===== src/tgsc_regs.vh =====
`ifndef TGSC_REGS_VH
`define TGSC_REGS_VH

// Register byte offsets
`define TGSC_CTRL_OFS 8'h00
`define TGSC_STATUS_OFS 8'h04
`define TGSC_LIM0_OFS 8'h08
`define TGSC_AUTO_UP_OFS 8'h18
`define TGSC_AUTO_DN_OFS 8'h1c
`define TGSC_KD_LIM_OFS 8'h20

// Field positions
`define TGSC_CTRL_AUTO_BIT 0
`define TGSC_LIM_LO_LSB 0
`define TGSC_LIM_HI_LSB 16
`define TGSC_ST_GEAR_LSB 0
`define TGSC_ST_FWD_BIT 3
`define TGSC_ST_BWD_BIT 4
`define TGSC_ST_KD_BIT 5
`define TGSC_ST_MISM_BIT 6
`define TGSC_ST_FAULT_BIT 7
`define TGSC_ST_SPEED_LSB 16

// Reset values (speed in sensor pulses per gate window)
`define TGSC_CTRL_RST 32'h0000_0000
`define TGSC_LIM1_RST 32'h0040_0000
`define TGSC_LIM2_RST 32'h0080_0000
`define TGSC_LIM3_RST 32'h0100_0020
`define TGSC_LIM4_RST 32'hffff_0040
`define TGSC_AUTO_UP_RST 32'h0060_0030
`define TGSC_AUTO_DN_RST 32'h0050_0020
`define TGSC_KD_LIM_RST 32'h0000_0038

// Timing
`define TGSC_CLK_KHZ 50000
`define TGSC_GATE_MS 100
`define TGSC_BLINK_MS 250
`define TGSC_GATE_CYC (`TGSC_GATE_MS * `TGSC_CLK_KHZ)
`define TGSC_BLINK_CYC (`TGSC_BLINK_MS * `TGSC_CLK_KHZ)

`endif


===== src/tgsc_speed.v =====
`default_nettype none
module tgsc_speed #(
  parameter GATE_CYCLES = 5000000
) (
  // Clock and reset
  input wire clk_i,
  input wire rst_i,
  // Synchronised sensor pulse train
  input wire pulse_i,
  // Pulses counted in the last complete gate window
  output reg [15:0] speed_o
);
  reg [31:0] gate_q;
  reg [15:0] cnt_q;
  reg pulse_q;
  wire rise = pulse_i & ~pulse_q;

  always @(posedge clk_i) begin
    if (rst_i) begin
      gate_q <= 32'h0000_0000;
      cnt_q <= 16'h0000;
      pulse_q <= 1'b0;
      speed_o <= 16'h0000;
    end else begin
      pulse_q <= pulse_i;
      if (gate_q == GATE_CYCLES - 1) begin
        gate_q <= 32'h0000_0000;
        speed_o <= cnt_q;
        cnt_q <= {15'h0000, rise};
      end else begin
        gate_q <= gate_q + 32'h0000_0001;
        // Saturate rather than wrap so an overspeed never reads as slow
        if (rise && cnt_q != 16'hffff)
          cnt_q <= cnt_q + 16'h0001;
      end
    end
  end
endmodule // tgsc_speed
`default_nettype wire


===== src/tgsc_sync.v =====
`default_nettype none
module tgsc_sync #(
  parameter W = 1
) (
  // Clock and reset
  input wire clk_i,
  input wire rst_i,
  // Asynchronous levels in, synchronised levels out
  input wire [W-1:0] d_i,
  output reg [W-1:0] q_o
);
  reg [W-1:0] meta_q;

  always @(posedge clk_i) begin
    if (rst_i) begin
      meta_q <= {W{1'b0}};
      q_o <= {W{1'b0}};
    end else begin
      meta_q <= d_i;
      q_o <= meta_q;
    end
  end
endmodule // tgsc_sync
`default_nettype wire


===== src/tgsc_top.v =====
`include "tgsc_regs.vh"
`default_nettype none
module tgsc_top #(
  parameter GATE_CYCLES = `TGSC_GATE_CYC,
  parameter BLINK_CYCLES = `TGSC_BLINK_CYC
) (
  // Clock and reset
  input wire clk_i,
  input wire rst_i,
  // Wishbone classic slave
  input wire wb_cyc_i,
  input wire wb_stb_i,
  input wire wb_we_i,
  input wire [7:0] wb_adr_i,
  input wire [3:0] wb_sel_i,
  input wire [31:0] wb_dat_i,
  output reg [31:0] wb_dat_o,
  output reg wb_ack_o,
  // Driver inputs (pins)
  input wire forward_direction_sel_i,
  input wire backward_direction_sel_i,
  input wire [1:0] gear_sel_i,
  input wire declutch_i,
  input wire kickdown_i,
  input wire four_wheel_drive_sw_i,
  input wire differential_lock_sw_i,
  input wire brake_i,
  input wire speed_pulse_i,
  // Valve and lamp outputs
  output reg forward_direction_valve_o,
  output reg backward_direction_valve_o,
  output reg [3:0] gear_valve_o,
  output reg four_wheel_drive_valve_o,
  output reg differential_lock_valve_o,
  output reg status_lamp_o
);
  localparam [2:0] GEAR_NONE = 3'd0;
  localparam [2:0] GEAR_1 = 3'd1;
  localparam [2:0] GEAR_2 = 3'd2;
  localparam [2:0] GEAR_3 = 3'd3;
  localparam [2:0] GEAR_4 = 3'd4;
  localparam [1:0] POS_4 = 2'd3;

  // Gear group tests shared by the drive and lock logic
  function is_low_gear;
    input [2:0] g;
    begin
      is_low_gear = (g == GEAR_1) || (g == GEAR_2);
    end
  endfunction

  function is_high_gear;
    input [2:0] g;
    begin
      is_high_gear = (g == GEAR_3) || (g == GEAR_4);
    end
  endfunction

  // Speed window test on a limit word: low half is minimum, high half maximum
  function in_window;
    input [15:0] spd;
    input [31:0] lim;
    begin
      in_window = (spd >= lim[`TGSC_LIM_HI_LSB-1:`TGSC_LIM_LO_LSB]) &&
                  (spd <= lim[31:`TGSC_LIM_HI_LSB]);
    end
  endfunction

  // Byte-lane merge of a write into a register word
  function [31:0] merge;
    input [31:0] old;
    input [31:0] wdat;
    input [3:0] sel;
    integer b;
    begin
      merge = old;
      for (b = 0; b < 4; b = b + 1)
        if (sel[b])
          merge[b*8 +: 8] = wdat[b*8 +: 8];
    end
  endfunction

  // Pin synchronisers: pins move at any moment, so nothing reads them
  // before both flops
  wire [9:0] pins_s;
  tgsc_sync #(.W(10)) u_sync (
    .clk_i(clk_i),
    .rst_i(rst_i),
    .d_i({speed_pulse_i, brake_i, differential_lock_sw_i, four_wheel_drive_sw_i,
          kickdown_i, declutch_i, gear_sel_i, backward_direction_sel_i,
          forward_direction_sel_i}),
    .q_o(pins_s)
  );
  wire fwd_s = pins_s[0];
  wire bwd_s = pins_s[1];
  wire [1:0] pos_s = pins_s[3:2];
  wire declutch_s = pins_s[4];
  wire kd_s = pins_s[5];
  wire fwd_drive_sw_s = pins_s[6];
  wire lock_sw_s = pins_s[7];
  wire brake_s = pins_s[8];

  wire [15:0] speed;
  tgsc_speed #(.GATE_CYCLES(GATE_CYCLES)) u_speed (
    .clk_i(clk_i),
    .rst_i(rst_i),
    .pulse_i(pins_s[9]),
    .speed_o(speed)
  );

  // Registers
  reg [31:0] ctrl_q;
  reg [31:0] lim_q [0:3];
  reg [31:0] auto_up_q;
  reg [31:0] auto_dn_q;
  reg [31:0] kd_lim_q;

  // Block state
  reg [2:0] engaged_q;
  reg [2:0] auto_gear_q;
  reg auto_run_q;
  reg kd_q;
  reg kd_prev_q;
  reg [1:0] pos_prev_q;
  reg [31:0] blink_cnt_q;
  reg blink_q;

  wire auto_mode = ctrl_q[`TGSC_CTRL_AUTO_BIT];
  wire sel_fault = fwd_s & bwd_s;
  wire pos_moved = (pos_s != pos_prev_q);
  wire kd_press = kd_s & ~kd_prev_q;
  wire auto_pos = auto_mode && (pos_s == POS_4);
  wire [15:0] kd_limit = kd_lim_q[15:0];

  // Requested gear
  reg [2:0] target;
  always @* begin
    if (kd_q)
      target = GEAR_1;
    else if (auto_pos)
      target = auto_gear_q;
    else
      target = {1'b0, pos_s} + 3'd1;
  end

  // Window test for every gear; the requested gear picks one below
  wire [3:0] win_ok;
  genvar gw;
  generate
    for (gw = 0; gw < 4; gw = gw + 1) begin : g_window
      assign win_ok[gw] = in_window(speed, lim_q[gw]);
    end
  endgenerate
  wire [1:0] target_idx = target[1:0] - 2'd1;
  // Manual kick-down bypasses the speed window
  wire kd_hold = kd_q && !auto_pos;
  wire gate_ok = kd_hold || win_ok[target_idx];
  wire mismatch = (engaged_q != target);

  // Wishbone slave: one wait state, ack drops the cycle after it is given
  wire wb_req = wb_cyc_i & wb_stb_i & ~wb_ack_o;
  wire wb_wr = wb_req & wb_we_i;
  integer i;
  integer j;

  // Status word, assembled field by field; unused bits read as zero
  reg [31:0] status_word;
  always @* begin
    status_word = 32'h0000_0000;
    status_word[`TGSC_ST_GEAR_LSB +: 3] = engaged_q;
    status_word[`TGSC_ST_FWD_BIT] = forward_direction_valve_o;
    status_word[`TGSC_ST_BWD_BIT] = backward_direction_valve_o;
    status_word[`TGSC_ST_KD_BIT] = kd_q;
    status_word[`TGSC_ST_MISM_BIT] = mismatch;
    status_word[`TGSC_ST_FAULT_BIT] = sel_fault;
    status_word[`TGSC_ST_SPEED_LSB +: 16] = speed;
  end

  // Read multiplexer; unmapped offsets read as zero
  reg [31:0] rd_word;
  always @* begin
    rd_word = 32'h0000_0000;
    j = 0;
    case (wb_adr_i)
      `TGSC_CTRL_OFS: rd_word = ctrl_q;
      `TGSC_STATUS_OFS: rd_word = status_word;
      `TGSC_AUTO_UP_OFS: rd_word = auto_up_q;
      `TGSC_AUTO_DN_OFS: rd_word = auto_dn_q;
      `TGSC_KD_LIM_OFS: rd_word = kd_lim_q;
      default: begin
        for (j = 0; j < 4; j = j + 1)
          if (wb_adr_i == `TGSC_LIM0_OFS + 4 * j)
            rd_word = lim_q[j];
      end
    endcase
  end

  always @(posedge clk_i) begin
    if (rst_i) begin
      wb_ack_o <= 1'b0;
      wb_dat_o <= 32'h0000_0000;
      ctrl_q <= `TGSC_CTRL_RST;
      lim_q[0] <= `TGSC_LIM1_RST;
      lim_q[1] <= `TGSC_LIM2_RST;
      lim_q[2] <= `TGSC_LIM3_RST;
      lim_q[3] <= `TGSC_LIM4_RST;
      auto_up_q <= `TGSC_AUTO_UP_RST;
      auto_dn_q <= `TGSC_AUTO_DN_RST;
      kd_lim_q <= `TGSC_KD_LIM_RST;
    end else begin
      wb_ack_o <= wb_req;
      wb_dat_o <= 32'h0000_0000;
      if (wb_req && !wb_we_i)
        wb_dat_o <= rd_word;
      if (wb_wr) begin
        case (wb_adr_i)
          `TGSC_CTRL_OFS: ctrl_q <= merge(ctrl_q, wb_dat_i, wb_sel_i) & 32'h0000_0001;
          `TGSC_AUTO_UP_OFS: auto_up_q <= merge(auto_up_q, wb_dat_i, wb_sel_i);
          `TGSC_AUTO_DN_OFS: auto_dn_q <= merge(auto_dn_q, wb_dat_i, wb_sel_i);
          `TGSC_KD_LIM_OFS: kd_lim_q <= merge(kd_lim_q, wb_dat_i, wb_sel_i) & 32'h0000_ffff;
          default: begin
            for (i = 0; i < 4; i = i + 1)
              if (wb_adr_i == `TGSC_LIM0_OFS + 4 * i)
                lim_q[i] <= merge(lim_q[i], wb_dat_i, wb_sel_i);
          end
        endcase
      end
    end
  end

  // Kick-down: arms in second, toggles back to second from first
  // A selector move in the cycle of a press wins, so a stale press never arms
  always @(posedge clk_i) begin
    if (rst_i) begin
      kd_q <= 1'b0;
      kd_prev_q <= 1'b0;
      pos_prev_q <= 2'd0;
    end else begin
      kd_prev_q <= kd_s;
      pos_prev_q <= pos_s;
      // Direction inputs are not looked at here on purpose
      if (pos_moved)
        kd_q <= 1'b0;
      else if (auto_pos && speed > kd_limit)
        kd_q <= 1'b0;
      else if (kd_press) begin
        if (!kd_q && engaged_q == GEAR_2)
          kd_q <= 1'b1;
        else if (kd_q && engaged_q == GEAR_1)
          kd_q <= 1'b0;
      end
    end
  end

  // Automatic shifting between second and fourth with hysteresis
  // Shifts wait until the last one has landed, so the windows cannot race
  always @(posedge clk_i) begin
    if (rst_i) begin
      auto_gear_q <= GEAR_2;
      auto_run_q <= 1'b0;
    end else begin
      auto_run_q <= auto_pos;
      if (!auto_pos || !auto_run_q)
        auto_gear_q <= GEAR_2;
      else if (engaged_q == auto_gear_q && !kd_q) begin
        case (auto_gear_q)
          GEAR_2: if (speed > auto_up_q[15:0]) auto_gear_q <= GEAR_3;
          GEAR_3: begin
            if (speed > auto_up_q[31:16])
              auto_gear_q <= GEAR_4;
            else if (speed < auto_dn_q[15:0])
              auto_gear_q <= GEAR_2;
          end
          GEAR_4: if (speed < auto_dn_q[31:16]) auto_gear_q <= GEAR_3;
          default: auto_gear_q <= GEAR_2;
        endcase
      end
    end
  end

  // Engaged gear follows the request only through the speed gate
  reg [2:0] engaged_d;
  always @* begin
    engaged_d = engaged_q;
    if (mismatch && gate_ok)
      engaged_d = target;
  end

  always @(posedge clk_i) begin
    if (rst_i)
      engaged_q <= GEAR_NONE;
    else
      engaged_q <= engaged_d;
  end

  // Status lamp: blinking for a selector fault, steady for a gear mismatch
  // Blink counter runs freely; the lamp phase at the start of a fault is arbitrary
  always @(posedge clk_i) begin
    if (rst_i) begin
      blink_cnt_q <= 32'h0000_0000;
      blink_q <= 1'b0;
    end else if (blink_cnt_q == BLINK_CYCLES - 1) begin
      blink_cnt_q <= 32'h0000_0000;
      blink_q <= ~blink_q;
    end else begin
      blink_cnt_q <= blink_cnt_q + 32'h0000_0001;
    end
  end

  // One-hot gear valve pattern: bit n stands for gear n+1
  wire [3:0] gear_onehot;
  genvar gd;
  generate
    for (gd = 0; gd < 4; gd = gd + 1) begin : g_gear_dec
      assign gear_onehot[gd] = ({29'h0000_0000, engaged_q} == gd + 1);
    end
  endgenerate

  // Valve drivers
  always @(posedge clk_i) begin
    if (rst_i) begin
      forward_direction_valve_o <= 1'b0;
      backward_direction_valve_o <= 1'b0;
      gear_valve_o <= 4'h0;
      four_wheel_drive_valve_o <= 1'b1;
      differential_lock_valve_o <= 1'b0;
      status_lamp_o <= 1'b0;
    end else begin
      // Both direction inputs together count as neutral, never as a drive
      forward_direction_valve_o <= fwd_s & ~bwd_s & ~declutch_s;
      backward_direction_valve_o <= bwd_s & ~fwd_s & ~declutch_s;
      // Gear valves hold through a declutch, so release needs no new gate pass
      gear_valve_o <= gear_onehot;
      // Drive valve energised means four-wheel drive is off; lock valve energised means the lock is on
      four_wheel_drive_valve_o <= ~(fwd_drive_sw_s | (brake_s & is_high_gear(engaged_q)));
      differential_lock_valve_o <= lock_sw_s & is_low_gear(engaged_q);
      status_lamp_o <= sel_fault ? blink_q : mismatch;
    end
  end
endmodule // tgsc_top
`default_nettype wire


===== config.mk =====
export PLATFORM = sky130hd
export DESIGN_NAME = tgsc_top
export DESIGN_NICKNAME = d
export VERILOG_FILES = /design/src/tgsc_speed.v /design/src/tgsc_sync.v /design/src/tgsc_top.v
export VERILOG_INCLUDE_DIRS = /design/src /design/src/src
export SDC_FILE = /design/constraint.sdc
export NUM_CORES = 1
export LEC_CHECK = 0
export ABC_AREA = 1
export BUFFER_PORTS_ARGS = -buffer_cell sky130_fd_sc_hd__buf_2
export CAP_MARGIN = 40
export CORE_UTILIZATION = 30
export CTS_CLUSTER_SIZE = 20
export DETAILED_ROUTE_END_ITERATION = 8
export GPL_TIMING_DRIVEN = 0
export PLACE_DENSITY_LB_ADDON = 0.2
export SETUP_SLACK_MARGIN = 0.05
export SLEW_MARGIN = 20
export SYNTH_ARGS = -nofsm -noshare
export SYNTH_HDL_FRONTEND = slang
export SYNTH_SLANG_ARGS = --single-unit

===== constraint.sdc =====
create_clock -name clk_i -period 2.5 [get_ports clk_i]
set_input_delay 0.5 -clock clk_i [delete_from_list [all_inputs] [get_ports clk_i]]
set_output_delay 0.5 -clock clk_i [all_outputs]
set_load 0.03 [all_outputs]

Word-level counts from Yosys, hierarchy flattened. Memory sizes are Yosys's and may differ from the RTL's. Cells that the tools add are included.

Output and inout bits: 42. Bits in writable memories: 128. Input port bits: 59. Register bits: 252. Memories: 1. Word-level logic and storage cells: 273.

Equality and inequality tests: 25. Add/sub/neg operators: 5. $lt $le $gt $ge: 14. Muxes and demuxes: 125. Bitwise operators: 26. Reduce and logical (&&, ||, !) cells: 43.

Memory list: lim_q (words 4, width 32, rd ports 4, clocked after memory_dff 0, wr ports 4, RTL line tgsc_top.v:113) `reg [31:0] lim_q [0:3];`.

Operators by type and width (count): 8-bit 2-to-1 mux (80); 32-bit 2-to-1 mux (8); 32-bit one-hot mux with 5 select lines (1); 32-bit by 1-bit adder with 32-bit output (second input constant) (2); 16-bit greater-or-equal comparator (4); 16-bit less-or-equal comparator (4); 16-bit greater-than comparator (3); 3-bit AND reduction (11); 32-bit by 23-bit equality test with 1-bit output (second input constant) (1); 32-bit by 24-bit equality test with 1-bit output (second input constant) (1); 8-bit by 5-bit equality test with 1-bit output (second input constant) (4); 16-bit < comparator (2); 1-bit 2-to-1 mux (28); 3-bit 2-to-1 mux (6); 16-bit by 1-bit adder with 16-bit output (second input constant) (1); 8-bit by 4-bit equality test with 1-bit output (second input constant) (2); 16-bit != test (second input constant) (1); 1-bit logical AND (13); 1-bit AND (12); 3-bit by 2-bit equality test with 1-bit output (second input constant) (4); 1-bit NOT (9); 3-bit one-hot mux with 3 select lines (1); 8-bit by 3-bit equality test with 1-bit output (second input constant) (1); 8-bit by 6-bit equality test with 1-bit output (second input constant) (1); other kinds (22) (38).

Logic depth before layout (Yosys ltp).
Depth in word-level cells: 9. Gate-level depth with buffers: 19. Mapped depth without buffers: 19.

Cells and area by module. Synthesis repeated with hierarchy kept, for this count alone.

Cells, all modules: 2758. Area total of the unflattened synthesis: 21475.6 sq um.

Modules (own cells, without submodules): tgsc_top (seq. area each 7186.9 sq um, area each 17563.1 sq um, times used 1, cells an instance 2175); tgsc_speed (seq. area each 1301.2 sq um, area each 3339.5 sq um, times used 1, cells an instance 521); tgsc_sync (seq. area each 400.4 sq um, area each 573.0 sq um, times used 1, cells an instance 62).

Worst setup path before layout. No wires, ideal clock.

Kind: input port to flip-flop. Start point: input wb_adr_i[0]. End point: memory lim_q[3][0] (enable). Path slack: -0.176 ns. Buffers on the path: 1. Data arrival time: 2.292 ns. Cell stages on the path: 9. Cell sequence: inv_1 > nand2_1 > nor2_1 > nand3_1 > inv_2 > nor4_4 > nand3_1 > clkbuf_1 > o21ai_0.

RTL lines: start: declaration (RTL line tgsc_top.v:14) `input wire [7:0] wb_adr_i,`; end: declaration (RTL line tgsc_top.v:113).

Final worst setup path.
Start point: input wb_adr_i[7]. End point: register wb_dat_o[18].

Word-level cells in the longest chain between the ends: 6. Elaborated cells between the ends (all ways): 14. Classes of those cells: eq/ne (8); mux (5); reduce/logical (1).

RTL lines: 8-bit by 4-bit equality test with 1-bit output (RTL line tgsc_top.v:192) `` if (wb_adr_i == `TGSC_LIM0_OFS + 4 * j) ``; 32-bit 2-to-1 mux (4 in a row) (RTL line tgsc_top.v:192); 32-bit one-hot mux with 5 select lines * (RTL line tgsc_top.v:184) `case (wb_adr_i)`; end signal: assignment (RTL line tgsc_top.v:214) `wb_dat_o <= rd_word;`; end: declaration (RTL line tgsc_top.v:17) `output reg [31:0] wb_dat_o,`.

Mark *: on every way between the ends. The rest lies on a longest branch, timed or not. A chain may end at the register's enable or synchronous reset.

==> results.sh <==
export IMPL_holdBufCountCts=0
export IMPL_layout_min_cycle_time_ns=2.44
export IMPL_synth_warnings=0
export IMPL_finalCritPeriodShare=0.975
export IMPL_grt_pass1_vias=18500
export IMPL_leakagePower_nw=10.8
export IMPL_die_h_um=266
export IMPL_worstPathArrival_ns=2.87
export IMPL_wl_per_cell_um=19.4
export IMPL_die_area_sq_mm=0.0710
export IMPL_timing_final_ws_setup_ns=0.0630
export IMPL_worst_slew_pin_slew_ns=0.847
export IMPL_drt_iter0_markers=1506
export IMPL_start_util=0.304
export IMPL_cts_root_buf="clkbuf_16"
export IMPL_numPlacedInstances=3732
export IMPL_p_per_area_mw_per_mm2=548
export IMPL_syn_area_per_cell_sq_um=7.82
export IMPL_final_hold_viol_count=0
export IMPL_cpMaxStageDelayCell="nor3_1"
export IMPL_vias_per_cell=4.98
export IMPL_rows=96
export IMPL_grt_pass1_wl_mm=111
export IMPL_place_port_buffers=99
export IMPL_totalWireLength_mm=74.6
export IMPL_track_usage=0.208
export IMPL_drt_pass1_iterations=7
export IMPL_clk_latency_ns=0.60
export IMPL_min_path_type="in2reg"
export IMPL_clock_sinks=380
export IMPL_grt_max_degree=15
export IMPL_clkTransAtPathRegs_ns=0.05
export IMPL_cp_max_fo=10
export IMPL_place_congestion=0.903
export IMPL_cp_required_ns=2.94
export IMPL_max_freq_mhz=410
export IMPL_status="finished clean"
export IMPL_synthFlopType="dfxtp_1"
export IMPL_layout_drive_gt1_share=0.128
export IMPL_slew_viol_final=0
export IMPL_crit_path_start_kind="input port"
export IMPL_numCtsBuffers=45
export IMPL_clockBufferDepth=3
export IMPL_slew_headroom=0.435
export IMPL_ios=101
export IMPL_syn_nets=2952
export IMPL_syn_to_final_growth_pct=20.5
export IMPL_multi_input_area_sq_mm=0.0106
export IMPL_cp_cell_sequence="buf_2, nor2_1, inv_1, nor3_1, nand3_4, inv_4, nor4_4, nand2_2, inv_4, buf_2, o21ai_0, a21oi_2"
export IMPL_synthCells=2683
export IMPL_finalSetupViolCount=0
export IMPL_synth_edf_count=128
export IMPL_drv_cap=0
export IMPL_antenna_found_initial=3
export IMPL_synth_area_sq_mm=0.0210
export IMPL_yosysSeqAreaShare=0.424
export IMPL_die_w_um=266
export IMPL_rsz0062_at_grt="yes"
export IMPL_final_common_cell="inv_1"
export IMPL_cpPeakStageDelay_ns=0.33
export IMPL_peakVddDrop_v=0.000440
export IMPL_cts_tree="done"
export IMPL_dp_slack_ns=-1.36
export IMPL_end_kind="flop"
export IMPL_synthArstFlopShare=0
export IMPL_layoutNonFillerInstCount=3841
export IMPL_drc=0
export IMPL_final_seq_area_sq_mm=0.00893
export IMPL_overflow=0
export IMPL_layout_nets=3145
export IMPL_ys_types=45
export IMPL_synth_seq_cells=380
export IMPL_htreeDepth=2
export IMPL_core_area_sq_mm=0.0689
export IMPL_fin_skew_ns=0.0348
export IMPL_route_vias_total=19100
export IMPL_postRouteAntennaNets=0
export IMPL_p_total_mw=13.9
export IMPL_layout_common_cells="inv_1 (431), nand2_1 (423), nor2_1 (311)"
export IMPL_dp_hpwl_mm=59.5
export IMPL_holdWs_ns=0.129
export IMPL_nFillCells=7266
export IMPL_crit_type="in2reg"
## worst max-delay path, delay by kind of cell
| family | cells | cell delay [ns] |
|---|---|---|
| and+or+nand+nor | 5 | 1.09 |
| AOI/OAI and AO/OA | 2 | 0.43 |
| buffers and inverters | 5 | 0.82 |
## synth_stat cells (2+ instances only)
| cell | count | area [sq um] |
|---|---|---|
| inv_1 | 433 | 1630 |
| nand2_1 | 430 | 1610 |
| nor2_1 | 323 | 1210 |
| a21oi_1 | 287 | 1440 |
| dfxtp_1 | 252 | 5040 |
| ha_1 | 210 | 2630 |
| o21ai_0 | 173 | 866 |
| edfxtp_1 | 128 | 3840 |
| clkbuf_1 | 70 | 263 |
| nand3_1 | 68 | 340 |
| nor3_1 | 54 | 270 |
| nand4_1 | 40 | 250 |
| o22ai_1 | 28 | 175 |
| o221ai_1 | 23 | 201 |
| nor4_1 | 19 | 119 |
| o211ai_1 | 18 | 135 |
| a211oi_1 | 15 | 113 |
| or2_2 | 15 | 93.8 |
| a221oi_1 | 12 | 105 |
| o21a_1 | 11 | 82.6 |
| xor2_1 | 11 | 96.3 |
| nor3b_1 | 8 | 60.1 |
| buf_2 | 7 | 35.0 |
| a21o_1 | 5 | 37.5 |
| nand3b_1 | 5 | 37.5 |
| o2111ai_1 | 5 | 43.8 |
| inv_2 | 4 | 15.0 |
| xnor2_1 | 4 | 35.0 |
| a22oi_1 | 3 | 22.5 |
| a31oi_1 | 3 | 18.8 |
| nor3_2 | 3 | 30.0 |
| buf_1 | 2 | 7.51 |
| o31ai_1 | 2 | 15.0 |
## final cells by class
| type | count | share of cell area |
|---|---|---|
| inverter | 438 | 0.0655 |
| tap | 931 | 0.0461 |
| antenna | 1 | 0.0000990 |
| clock buffer | 58 | 0.0518 |
| sequential | 380 | 0.353 |
| multi-input combinational | 1786 | 0.420 |
| buffer | 77 | 0.0135 |
| clock inverter | 22 | 0.00727 |
| timing repair buffer | 148 | 0.0428 |
## logic make-up (layout without fill, tap and decap cells)
kind of cell    after synthesis  count (layout)  share of synthesized area
buf+inv                     517             743                     0.0929
fa+ha+maj                   210             210                      0.125
xor+xnor                     15              15                    0.00626
simple gates                971             971                      0.195
compound gates              590             590                      0.157
other cells                   0               1                          0
flops                       380             380                      0.424
## sequential cells by signal, indices dropped and copies added (netlist names), 2 cells and up
name             count
engaged_q            3
u_speed.speed_o     16
auto_up_q           32
kd_lim_q            16
auto_dn_q           32
u_sync.meta_q       10
wb_dat_o            32
u_speed.gate_q      32
lim_q              128
u_sync.q_o          10
gear_valve_o         4
auto_gear_q          3
u_speed.cnt_q       16
pos_prev_q           2
blink_cnt_q         32
## metal layers
layer  up-vias  GRT usage  wire length (um)
li1       9403          -                 -
met1      9021      0.266             32300
met2       565      0.346             34700
met3       142     0.0239              3980
met4         0      0.104              3630
met5         -          0                 0
## per-stage QoR
step	instance area (sq um)	utilization	TNS, ns
after CTS	24900	0.361	0
after global routing	25300	0.367	-0.0763
after global placement	22700	0.329	-307.06
after detailed placement	22900	0.332	-306.07
after floorplan	21000	-	-5.23
final	25300	0.367	0
## where the power goes
group / switching [mW] / internal (mW) / total [mW]
Clock: 2.86 / 3.82 / 6.69
Sequential: 0.0410 / 6.46 / 6.50
Combinational: 0.497 / 0.186 / 0.683
Total: 3.40 / 10.5 / 13.9
## final timing paths
kind	from	endpoint	slack (ns)	depth (start not counted)
worst max-delay path	wb_adr_i[7]	wb_dat_o[18]	0.06	12
worst min-delay path	differential_lock_sw_i	u_sync.meta_q[7]	0.13	3
worst max register to register	wb_ack_o	wb_dat_o[29]	0.09	8
worst min register to register	u_sync.meta_q[2]	u_sync.q_o[2]	0.40	2
## timing repair
action	4_1_cts	5_1_grt
pin swaps	14	14
endpoints found under the setup margin	326	212
buffers inserted	16	14
resized for setup	91	81
endpoints found under the hold margin	0	0
(Power assumes the default switching activity.)
